==> src/rtl/otfr_regs.vh <==
// Command codes, field positions, reset values and limits of the overtemperature fault block.
`ifndef OTFR_REGS_VH
`define OTFR_REGS_VH

// Command codes on the management command port.
`define OTFR_CMD_CLEAR_FAULTS   8'h03
`define OTFR_CMD_STORE_ALL      8'h11
`define OTFR_CMD_FAULT_LIMIT    8'h4f
`define OTFR_CMD_FAULT_ACTION   8'h50

// Limit word layout: 5-bit read-only exponent above an 11-bit mantissa.
`define OTFR_MANT_W             11
`define OTFR_MANT_HI            10
`define OTFR_EXP_ZERO           5'h00
`define OTFR_LIMIT_RESET        11'h091
`define OTFR_LIMIT_MIN          11'h078
`define OTFR_LIMIT_MAX          11'h0a5
`define OTFR_HYSTERESIS         11'h014

// Action register layout.
`define OTFR_ACTION_RESET       8'h3f
`define OTFR_ENABLE_BIT         7
`define OTFR_ZERO_BIT           6
`define OTFR_RETRY_HI           5
`define OTFR_RETRY_LO           3
`define OTFR_RETRY_NONE         3'h0
`define OTFR_RETRY_ALWAYS       3'h7

// Retry delay counter width.
`define OTFR_DELAY_W            3

`endif

==> src/rtl/otfr_fault_resp.v <==
// Overtemperature fault limit, its register checks, status flags and shutdown/retry response.
`timescale 1ns/1ps
`default_nettype none
`include "otfr_regs.vh"

module otfr_fault_resp
#(
  parameter TW = 24
)
(
  // Clock and reset.
  input  wire                     clk,
  input  wire                     resetn,
  // Command port from the bus engine.
  input  wire                     cmdWrite,
  input  wire                     cmdRead,
  input  wire [7:0]               cmdCode,
  input  wire [15:0]              cmdWdata,
  output reg  [15:0]              cmdRdata,
  output reg                      cmdRvalid,
  // Temperature inputs.
  input  wire [`OTFR_MANT_HI:0]   tempC,
  input  wire [`OTFR_MANT_HI:0]   warnLimitC,
  input  wire                     bandgapOtPin,
  // Converter control.
  input  wire                     opCommandOn,
  input  wire [TW-1:0]            tonRiseCycles,
  output reg                      powerEnable,
  output reg                      softStartReq,
  // Status flags and alert line.
  input  wire                     tempAlertMask,
  output reg                      commFaultFlag,
  output reg                      invalidDataFlag,
  output reg                      tempSummaryFlag,
  output reg                      tempFaultFlag,
  output wire                     smbAlertOut,
  output wire                     smbAlertOe,
  // Nonvolatile store request.
  output reg                      nvStore,
  output reg  [`OTFR_MANT_HI:0]   nvLimit,
  output reg                      nvEnable,
  output reg                      nvRetry
);

  // Response state machine, one-hot.
  localparam [3:0] ST_RUN   = 4'b0001;
  localparam [3:0] ST_OFF   = 4'b0010;
  localparam [3:0] ST_COOL  = 4'b0100;
  localparam [3:0] ST_DELAY = 4'b1000;

  // Stored register fields.
  reg [`OTFR_MANT_HI:0] limitC;
  reg                   respEnable;
  reg                   retryBit;

  // Bandgap pin synchroniser.
  reg                   bgMeta;
  reg                   bgSync;

  // State machine.
  reg [3:0]             state;
  reg [3:0]             next_state;
  reg                   timerStart;

  wire                  sensorFault;
  wire                  timerDone;
  wire                  timerBusy;
  wire                  writeLimit;
  wire                  writeAction;
  wire                  limitOk;
  wire                  actionOk;
  wire                  clearFaults;
  wire                  shutdownCause;
  wire                  faultPresent;
  wire [2:0]            retryField;
  wire [7:0]            actionValue;
  wire                  alertActive;

  // Retry fields are valid only when all three bits agree.
  function retryLegal;
    input [2:0] f;
    begin
      retryLegal = (f == `OTFR_RETRY_NONE) || (f == `OTFR_RETRY_ALWAYS);
    end
  endfunction

  // Expands the single stored retry bit to a three-bit field.
  function [2:0] expandBit;
    input b;
    begin
      expandBit = {b, b, b};
    end
  endfunction

  // Trip and hysteresis on the externally sensed temperature.
  otfr_temp_compare u_compare
  (
    .clk         (clk),
    .resetn      (resetn),
    .tempC       (tempC),
    .limitC      (limitC),
    .faultActive (sensorFault)
  );

  // Rise-time interval counter for the retry delay.
  otfr_retry_timer #(.TW(TW)) u_timer
  (
    .clk            (clk),
    .resetn         (resetn),
    .start          (timerStart),
    .abort          (!opCommandOn),
    .intervals      (expandBit(retryBit)),
    .intervalCycles (tonRiseCycles),
    .done           (timerDone),
    .busy           (timerBusy)
  );

  // Command decode and validity checks.
  assign writeLimit  = cmdWrite && (cmdCode == `OTFR_CMD_FAULT_LIMIT);
  assign writeAction = cmdWrite && (cmdCode == `OTFR_CMD_FAULT_ACTION);
  assign clearFaults = cmdWrite && (cmdCode == `OTFR_CMD_CLEAR_FAULTS);
  // Exponent bits of the write are ignored; only the mantissa is judged.
  assign limitOk     = (cmdWdata[`OTFR_MANT_HI:0] > warnLimitC) &&
                       (cmdWdata[`OTFR_MANT_HI:0] >= `OTFR_LIMIT_MIN) &&
                       (cmdWdata[`OTFR_MANT_HI:0] <= `OTFR_LIMIT_MAX);
  assign retryField  = cmdWdata[`OTFR_RETRY_HI:`OTFR_RETRY_LO];
  assign actionOk    = retryLegal(retryField);

  // Read view of the action register: bit 6 zero, delay bits mirror bit 5.
  assign actionValue = {respEnable, 1'b0, expandBit(retryBit), expandBit(retryBit)};

  // Bandgap faults shut down regardless of the enable bit; sensor faults only when enabled.
  assign shutdownCause = (sensorFault && respEnable) || bgSync;
  assign faultPresent  = sensorFault || bgSync;

  // Register writes; a refused write leaves the stored value untouched.
  always @(posedge clk)
  begin
    if (!resetn)
    begin
      limitC     <= `OTFR_LIMIT_RESET;
      respEnable <= 1'b0;
      retryBit   <= 1'b1;
    end
    else
    begin
      if (writeLimit && limitOk)
        limitC <= cmdWdata[`OTFR_MANT_HI:0];
      if (writeAction && actionOk)
      begin
        respEnable <= cmdWdata[`OTFR_ENABLE_BIT];
        retryBit   <= cmdWdata[`OTFR_RETRY_HI];
      end
    end
  end

  // Read data is registered and valid for one cycle after the read strobe.
  always @(posedge clk)
  begin
    if (!resetn)
    begin
      cmdRdata  <= 16'h0000;
      cmdRvalid <= 1'b0;
    end
    else
    begin
      cmdRvalid <= cmdRead;
      if (cmdRead)
      begin
        case (cmdCode)
          `OTFR_CMD_FAULT_LIMIT:  cmdRdata <= {`OTFR_EXP_ZERO, limitC};
          `OTFR_CMD_FAULT_ACTION: cmdRdata <= {8'h00, actionValue};
          default:                cmdRdata <= 16'h0000;
        endcase
      end
    end
  end

  // Status flags. A new event in the clearing cycle wins over the clear.
  always @(posedge clk)
  begin
    if (!resetn)
    begin
      commFaultFlag   <= 1'b0;
      invalidDataFlag <= 1'b0;
      tempSummaryFlag <= 1'b0;
      tempFaultFlag   <= 1'b0;
    end
    else
    begin
      if ((writeLimit && !limitOk) || (writeAction && !actionOk))
      begin
        commFaultFlag   <= 1'b1;
        invalidDataFlag <= 1'b1;
      end
      else if (clearFaults)
      begin
        commFaultFlag   <= 1'b0;
        invalidDataFlag <= 1'b0;
      end
      // The fault flag re-asserts while the latched condition persists.
      if (sensorFault)
      begin
        tempSummaryFlag <= 1'b1;
        tempFaultFlag   <= 1'b1;
      end
      else if (clearFaults)
      begin
        tempSummaryFlag <= 1'b0;
        tempFaultFlag   <= 1'b0;
      end
    end
  end

  // Alert is open drain: driven low while any unmasked flag is set.
  assign alertActive = commFaultFlag || invalidDataFlag ||
                       (!tempAlertMask && (tempSummaryFlag || tempFaultFlag));
  assign smbAlertOut = 1'b0;
  assign smbAlertOe  = alertActive;

  // Two-flop synchroniser for the asynchronous bandgap detector.
  always @(posedge clk)
  begin
    if (!resetn)
    begin
      bgMeta <= 1'b0;
      bgSync <= 1'b0;
    end
    else
    begin
      bgMeta <= bandgapOtPin;
      bgSync <= bgMeta;
    end
  end

  // Response sequencing. Turning the converter off abandons any retry in progress.
  always @*
  begin
    next_state = state;
    timerStart = 1'b0;
    case (state)
      ST_RUN:
      begin
        if (opCommandOn && shutdownCause)
        begin
          if (retryBit)
            next_state = ST_COOL;
          else
            next_state = ST_OFF;
        end
      end
      ST_OFF:
      begin
        // Stays off until software clears the faults with no fault present, or the converter is commanded off.
        if (!opCommandOn || (clearFaults && !faultPresent))
          next_state = ST_RUN;
      end
      ST_COOL:
      begin
        if (!opCommandOn)
          next_state = ST_RUN;
        else if (!faultPresent)
        begin
          timerStart = 1'b1;
          next_state = ST_DELAY;
        end
      end
      ST_DELAY:
      begin
        if (!opCommandOn)
          next_state = ST_RUN;
        else if (shutdownCause)
          next_state = ST_COOL;
        else if (timerDone)
          next_state = ST_RUN;
      end
      default:
        next_state = ST_RUN;
    endcase
  end

  // State register and converter control outputs.
  always @(posedge clk)
  begin
    if (!resetn)
    begin
      state        <= ST_RUN;
      powerEnable  <= 1'b0;
      softStartReq <= 1'b0;
    end
    else
    begin
      state        <= next_state;
      powerEnable  <= opCommandOn && (next_state == ST_RUN) && !(state == ST_RUN && shutdownCause);
      softStartReq <= (state == ST_DELAY) && (next_state == ST_RUN) && opCommandOn;
    end
  end

  // Snapshot of the stored settings on the store-all command.
  always @(posedge clk)
  begin
    if (!resetn)
    begin
      nvStore  <= 1'b0;
      nvLimit  <= `OTFR_LIMIT_RESET;
      nvEnable <= 1'b0;
      nvRetry  <= 1'b1;
    end
    else
    begin
      nvStore <= cmdWrite && (cmdCode == `OTFR_CMD_STORE_ALL);
      if (cmdWrite && (cmdCode == `OTFR_CMD_STORE_ALL))
      begin
        nvLimit  <= limitC;
        nvEnable <= respEnable;
        nvRetry  <= retryBit;
      end
    end
  end

endmodule
`default_nettype wire

==> src/rtl/otfr_temp_compare.v <==
// Overtemperature trip with a latched flag and a fixed release hysteresis.
`timescale 1ns/1ps
`default_nettype none
`include "otfr_regs.vh"

module otfr_temp_compare
(
  // Clock and reset.
  input  wire                     clk,
  input  wire                     resetn,
  // Temperature and threshold, whole degrees.
  input  wire [`OTFR_MANT_HI:0]   tempC,
  input  wire [`OTFR_MANT_HI:0]   limitC,
  // Latched fault condition.
  output reg                      faultActive
);

  wire [`OTFR_MANT_HI:0] releaseC;
  wire                   aboveLimit;
  wire                   belowRelease;

  // Limits never go under the minimum, so the subtraction cannot wrap.
  assign releaseC     = limitC - `OTFR_HYSTERESIS;
  assign aboveLimit   = (tempC > limitC);
  assign belowRelease = (tempC <= releaseC);

  // Trip above the limit; release only once cooled by the hysteresis.
  always @(posedge clk)
  begin
    if (!resetn)
      faultActive <= 1'b0;
    else if (aboveLimit)
      faultActive <= 1'b1;
    else if (belowRelease)
      faultActive <= 1'b0;
  end

endmodule
`default_nettype wire

==> src/rtl/otfr_retry_timer.v <==
// Counts a number of rise-time intervals before a soft-start retry.
`timescale 1ns/1ps
`default_nettype none
`include "otfr_regs.vh"

module otfr_retry_timer
#(
  parameter TW = 24
)
(
  // Clock and reset.
  input  wire                     clk,
  input  wire                     resetn,
  // Control.
  input  wire                     start,
  input  wire                     abort,
  input  wire [`OTFR_DELAY_W-1:0] intervals,
  input  wire [TW-1:0]            intervalCycles,
  // Status.
  output reg                      done,
  output reg                      busy
);

  reg [TW-1:0]            cycleCount;
  reg [`OTFR_DELAY_W-1:0] intervalsLeft;

  wire lastCycle;

  // A zero interval length is treated as one cycle so the timer always ends.
  assign lastCycle = (cycleCount <= {{(TW-1){1'b0}}, 1'b1});

  // Interval down-counter; done pulses for one cycle at the end.
  always @(posedge clk)
  begin
    if (!resetn || abort)
    begin
      busy          <= 1'b0;
      done          <= 1'b0;
      cycleCount    <= {TW{1'b0}};
      intervalsLeft <= {`OTFR_DELAY_W{1'b0}};
    end
    else if (start)
    begin
      busy          <= (intervals != {`OTFR_DELAY_W{1'b0}});
      done          <= (intervals == {`OTFR_DELAY_W{1'b0}});
      cycleCount    <= intervalCycles;
      intervalsLeft <= intervals;
    end
    else if (busy && lastCycle)
    begin
      cycleCount    <= intervalCycles;
      intervalsLeft <= intervalsLeft - 1'b1;
      busy          <= (intervalsLeft != {{(`OTFR_DELAY_W-1){1'b0}}, 1'b1});
      done          <= (intervalsLeft == {{(`OTFR_DELAY_W-1){1'b0}}, 1'b1});
    end
    else
    begin
      done <= 1'b0;
      if (busy)
        cycleCount <= cycleCount - 1'b1;
    end
  end

endmodule
`default_nettype wire

==> config.mk <==
export PLATFORM = sky130hd
export DESIGN_NAME = otfr_fault_resp
export DESIGN_NICKNAME = d
export VERILOG_FILES = /design/src/rtl/otfr_fault_resp.v /design/src/rtl/otfr_temp_compare.v /design/src/rtl/otfr_retry_timer.v
export VERILOG_INCLUDE_DIRS = /design/src /design/src/rtl
export SDC_FILE = /design/constraint.sdc
export NUM_CORES = 1
export LEC_CHECK = 0
export ABC_AREA = 0
export BUFFER_PORTS_ARGS = -buffer_cell sky130_fd_sc_hd__buf_2
export CORE_ASPECT_RATIO = 1.25
export CORE_MARGIN = 3
export CORE_UTILIZATION = 31
export CTS_BUF_LIST = sky130_fd_sc_hd__clkbuf_8
export DETAILED_ROUTE_END_ITERATION = 10
export MAX_ROUTING_LAYER = met4
export SKIP_LAST_GASP = 1
export SLEW_MARGIN = 20
export SYNTH_ARGS = -nofsm -noshare
export SYNTH_HDL_FRONTEND = slang
export SYNTH_SLANG_ARGS = --single-unit
==> constraint.sdc <==
create_clock -name clk -period 2.55 [get_ports clk]
set_input_delay 0.3825 -clock clk [delete_from_list [all_inputs] [get_ports clk]]
set_output_delay 0.3825 -clock clk [all_outputs]
set_load 0.02 [all_outputs]
======== Word level (Yosys, flattened, before mapping) ========
Cells that the tools add are included.
W data, S select, Z words.
storage, ports and cells
  register bits after elaboration ......... 84
  bits in latches ......................... 0
  bits in writable memories ............... 0
  memory bits (read-only) ................. 0
  bits of input ports ..................... 77
  output and inout bits ................... 39
  logic and storage cells ................. 110
  memories ................................ 0
cells by class
  $add $sub $neg .......................... 3
  $mul .................................... 0
  divide/modulo/power cells ............... 0
  order comparisons ....................... 6
  equal/unequal tests ..................... 12
  shift-type cells ........................ 0
  multiplexer cells ....................... 27
  bitwise operators ....................... 0
  reductions and logical operators ........ 41
operator list
  operator                 count
  $mux W24                 3
  $mux W4                  7
  $le A24 B1 Y1 const B    1
  $sub A24 B1 Y24 const B  1
  $gt A11 B11 Y1           2
  $pmux W11 S2             1
  $logic_and A1 B1 Y1      20
  $eq A8 B7 Y1 const B     2
  $pmux W4 S4              1
  $mux W1                  12
  $ge A11 B7 Y1 const B    1
  $le A11 B11 Y1           1
  $le A11 B8 Y1 const B    1
  $sub A11 B5 Y11 const B  1
  $mux W3                  3
  $eq A4 B1 Y1 const B     2
  $eq A8 B2 Y1 const B     1
  $eq A8 B5 Y1 const B     1
  $reduce_bool A2 Y1       4
  $logic_not A1 Y1         7
  $logic_or A1 B1 Y1       7
  $logic_not A3 Y1         2
  $eq A4 B2 Y1 const B     1
  $eq A4 B3 Y1 const B     1
  other kinds (6)          6

======== Depth between registers and ports, before layout ========
  depth in word-level cells ............... 9
  mapped depth ............................ 11
  gate-level depth less buffers ........... 11

======== Cells and area by module ========
A second synthesis with hierarchy kept.
second synthesis, totals
  cells, all modules ...................... 613
  area, all modules ....................... 4981.0 um2
modules (own cells, without submodules)
  module             times used  cells each  area an instance (um2)
  otfr_fault_resp    1           282         2423.6
  otfr_retry_timer   1           250         1915.6
  otfr_temp_compare  1           81          641.9

======== Worst setup path before layout ========
No wires, ideal clock.
  path type ............................... reg2reg
  start ................................... register limitC[2]
  end ..................................... register u_compare.faultActive
  library setup time ...................... 135 ps
  arrival ................................. 2056 ps
  data required time ...................... 2415 ps
  path slack .............................. 359 ps
  cell stages (with the launch flop) ...... 12
  clock period less this slack ............ 2191 ps
  cell sequence ........................... dfxtp_1 inv_1 ha_1 o21a_1 nand3_1 nor3_1 xnor2_1 ha_1 nand4_1 or4_1 nand3_1 o22ai_1
on the way
  cells in the longest elaborated chain, start to end .. 3
  elaborated cells on any way between the ends .. 5
RTL lines
  item                          RTL line                RTL
  start, declared               otfr_fault_resp.v:52    reg [`OTFR_MANT_HI:0] limitC;
  start signal, assigned        otfr_fault_resp.v:141   limitC <= `OTFR_LIMIT_RESET;
  start signal, assigned        otfr_fault_resp.v:148   limitC <= cmdWdata[`OTFR_MANT_HI:0];
  $sub A11 B5 Y11 (no line)     -
  $le A11 B11 Y1                otfr_temp_compare.v:25  assign belowRelease = (tempC <= releaseC);
  $reduce_bool A2 Y1 (no line)  -
  end signal, assigned          otfr_temp_compare.v:31  faultActive <= 1'b0;
  end signal, assigned          otfr_temp_compare.v:33  faultActive <= 1'b1;
  end signal, assigned          otfr_temp_compare.v:35  faultActive <= 1'b0;
  end, declared                 otfr_temp_compare.v:15  output reg faultActive
Several ways; a longest one is shown, not always the timed one.
A chain may end at the register's enable or synchronous reset.

======== Worst setup path after layout ========
Ends and elaborated chain as after synthesis.

==> metrics.txt <==
status finished clean; maxcap violations 0; ANT nets after route 0; RSZ-0062 raised after global routing no; slowest cell delay on critical path about 0.4 ns; number of buffers created by CTS 9; CTS tree done; most frequent cell after synthesis dfxtp_1; htree depth 3; Mean Syn Cell Area 7.878 um2; Netlist cell types 63; area leader, netlist dfxtp_1; Global Route Usage Sum between 10% and 20%; Crit path buffers/inverters 1; crit path DAT approximately 2.6 ns; max frequency about 430 MHz; overflow left after global routing 0; proportion of layout cells with a drive suffix above 1 between 20 and 25%; initial core utilization about a third; global-route wire length before repair approximately 23 mm; #FFs+latches synth 79; Die ar. 0.01680 mm2; EDFF count, synth 0; DRC 0; initial antenna violation count 0; Post-CTS Setup Inserts 0; PwrDens ~420 mW/mm2; Slew HR a little over half; clk slew on worst S/H paths about 0.1 ns; Tmin final between 2 and 2.5 ns; Skew-Pair Late Insertion Delay 0.38 ns; largest net degree at the start of global routing 30; CP Launch Type flop; post_cts resized 0; WP data required between 2 and 3 ns; worst slew pin tran between 0.7 and 0.8 ns; filler cell count in the final layout 1547; internal reg-to-reg setup slack between 0.2 and 0.25 ns; reg2reg path depth 11; delay-heaviest family, CP simple AND/OR/NAND/NOR gates; Hold Path Stages 3; Cells after Synth about 600; post-synth top area share roughly 33%; Async S/R FF share, synth 0%; worst hold path startpoint tonRiseCycles[14]; kind of critical path flop to flop; mean number of vias per cell around 5.2; final worst-path cycle share about nine tenths; Critical Path Sink Type flop; crit path cell chain inv_1 -> ha_1 -> o21a_1 -> nand3_1 -> nor3_1 -> xnor2_1 -> ha_1 -> nand4_1 -> or4_1 -> nand3_1 -> o22ai_1; Slew Viols, Final 0; final wirelength 14.12 mm; CTS Buffer Depth 2; Worst path slowest cell or4_1; final core occ 39.09%; IO Pins ~120; core area approximately 0.015 mm2; routed wire length per instance roughly 16 um; Setup TNS 0 ns; Sink Count between 70 and 80; standard-cell rows 49; Final setup violation count 0; Synth top cells by count dfxtp_1, nor2_1, a21oi_1, nand2_1, o21ai_0; Hold Path End u_timer.cycleCount[14]; IO Port Bufs about 100; Reg-to-Reg End u_compare.faultActive; Hold Fails Final Rpt 0; Hold Buf Count CTS 0; vias ~4700; skew final about 0.021 ns; Root Driver clkbuf_8; synth top area cells dfxtp_1, ha_1, a21oi_1; chip width approximately 120 um; synth warn 0; Pleak about 2.5 nW; Synth Cell Area about 0.0047 mm2; Die Height 144.2 um; WHS 0.2281 ns; DRT iter0 DRCs slightly below 300; crit path max fanout 3; diode count 0; Hold Crit Class input pin to flop; predominant post-synthesis flop cell dfxtp_1; nets@finish between 800 and 900; number of global-route vias before repair about 4600; Area Growth Syn to Fin 20.98%; Seq/Total Area, Yosys between 30 and 40%; drt first pass iters 4; Worst Setup SP limitC[2]; Reg-to-Reg Start limitC[2]; VDD IR max ~0.32 mV; hpwl dp 10.86 mm; Final Wtd Congestion roughly 0.84
==> power by group <==
| part | leakage (nW) | internal, W | switching [W] |
|---|---|---|---|
| combinational | 1.74 | 0.000107 | 0.000158 |
| clock | 0.0789 | 0.000363 | 0.000538 |
| sequential | 0.639 | 0.00125 | 0.00000920 |
| total | 2.46 | 0.00172 | 0.000705 |
==> placed cells by master, fill, tap and decap left out, types with 6 or more instances in the layout <==
cell type    n
dfxtp_1     79
or3_1        6
nor4_1      13
o211ai_1     8
or4_1        6
nand2b_1     8
buf_4       26
nand2_1     52
nor3_1      19
ha_1        36
conb_1       6
o21ai_0     38
inv_1       31
buf_2      104
nand4_1      8
a21oi_1     58
xnor2_1      7
mux2i_1     12
nor2_1      65
and2_1       8
a211oi_1     7
clkbuf_8     9
nand3_1     31
==> kinds of logic after synthesis <==
logic type	Yosys count	synth area share (%)
other cells	1	0.07921
xor+xnor	10	1.850
fa+ha+maj	36	9.514
mux	12	2.537
flops	79	33.40
buf+inv	65	6.210
simple gates	247	27.33
compound gates	151	19.08
==> state kept, by name, summed over array words and instances, names as in the netlist, 3 cells and up <==
register	count
cmdRdata	11
limitC	11
nvLimit	11
state	4
u_timer.cycleCount	24
u_timer.intervalsLeft	3
==> tightest hold or removal path: cells and delay by family <==
| family | cells | cell delay [ns] |
|---|---|---|
| buf+inv | 1 | 0.08 |
| simple gates | 2 | 0.12 |
==> through the flow <==
step,instance area [um2],std cells,power [W],setup slack [ns]
final,5728,898,0.002421,0.2139
after floorplan,4753,606,0.001429,0.3586
after global routing,5728,898,0.002536,0.04615
after global placement,5548,882,0.001548,0.2035
after detailed placement,5548,882,0.001549,0.2112
after CTS,5728,898,0.002455,0.1924
==> metal layers <==
layer | global-route usage [%] | routed length, um | up-vias
met5 | - | 0 | -
met4 | 5.737 | 252 | 0
met3 | 3.432 | 832 | 22
met2 | 29.05 | 6785 | 145
met1 | 21.12 | 6249 | 2147
li1 | - | - | 2396
==> cell type report <==
| type | instances | area (um2) | share of cell area (%) |
|---|---|---|---|
| multi-input cells | 462 | 2888 | 50.42 |
| flip-flops and latches | 79 | 1582 | 27.61 |
| repair buffers | 131 | 735.7 | 12.84 |
| well taps | 178 | 222.7 | 3.888 |
| clock buffers | 9 | 123.9 | 2.163 |
| inverters | 32 | 120.1 | 2.097 |
| clock inverters | 7 | 56.30 | 0.9830 |
==> worst max path at each step <==
stage	to	slack, ns	depth (start not counted)
5_1_grt	u_compare.faultActive	0.05	11
2_1_floorplan	u_compare.faultActive	0.36	11
3_3_place_gp	u_compare.faultActive	0.20	11
3_5_place_dp	u_compare.faultActive	0.21	11
6_report	u_compare.faultActive	0.21	11
4_1_cts	u_compare.faultActive	0.19	11
No activity file was read; power rests on OpenSTA's default activity.
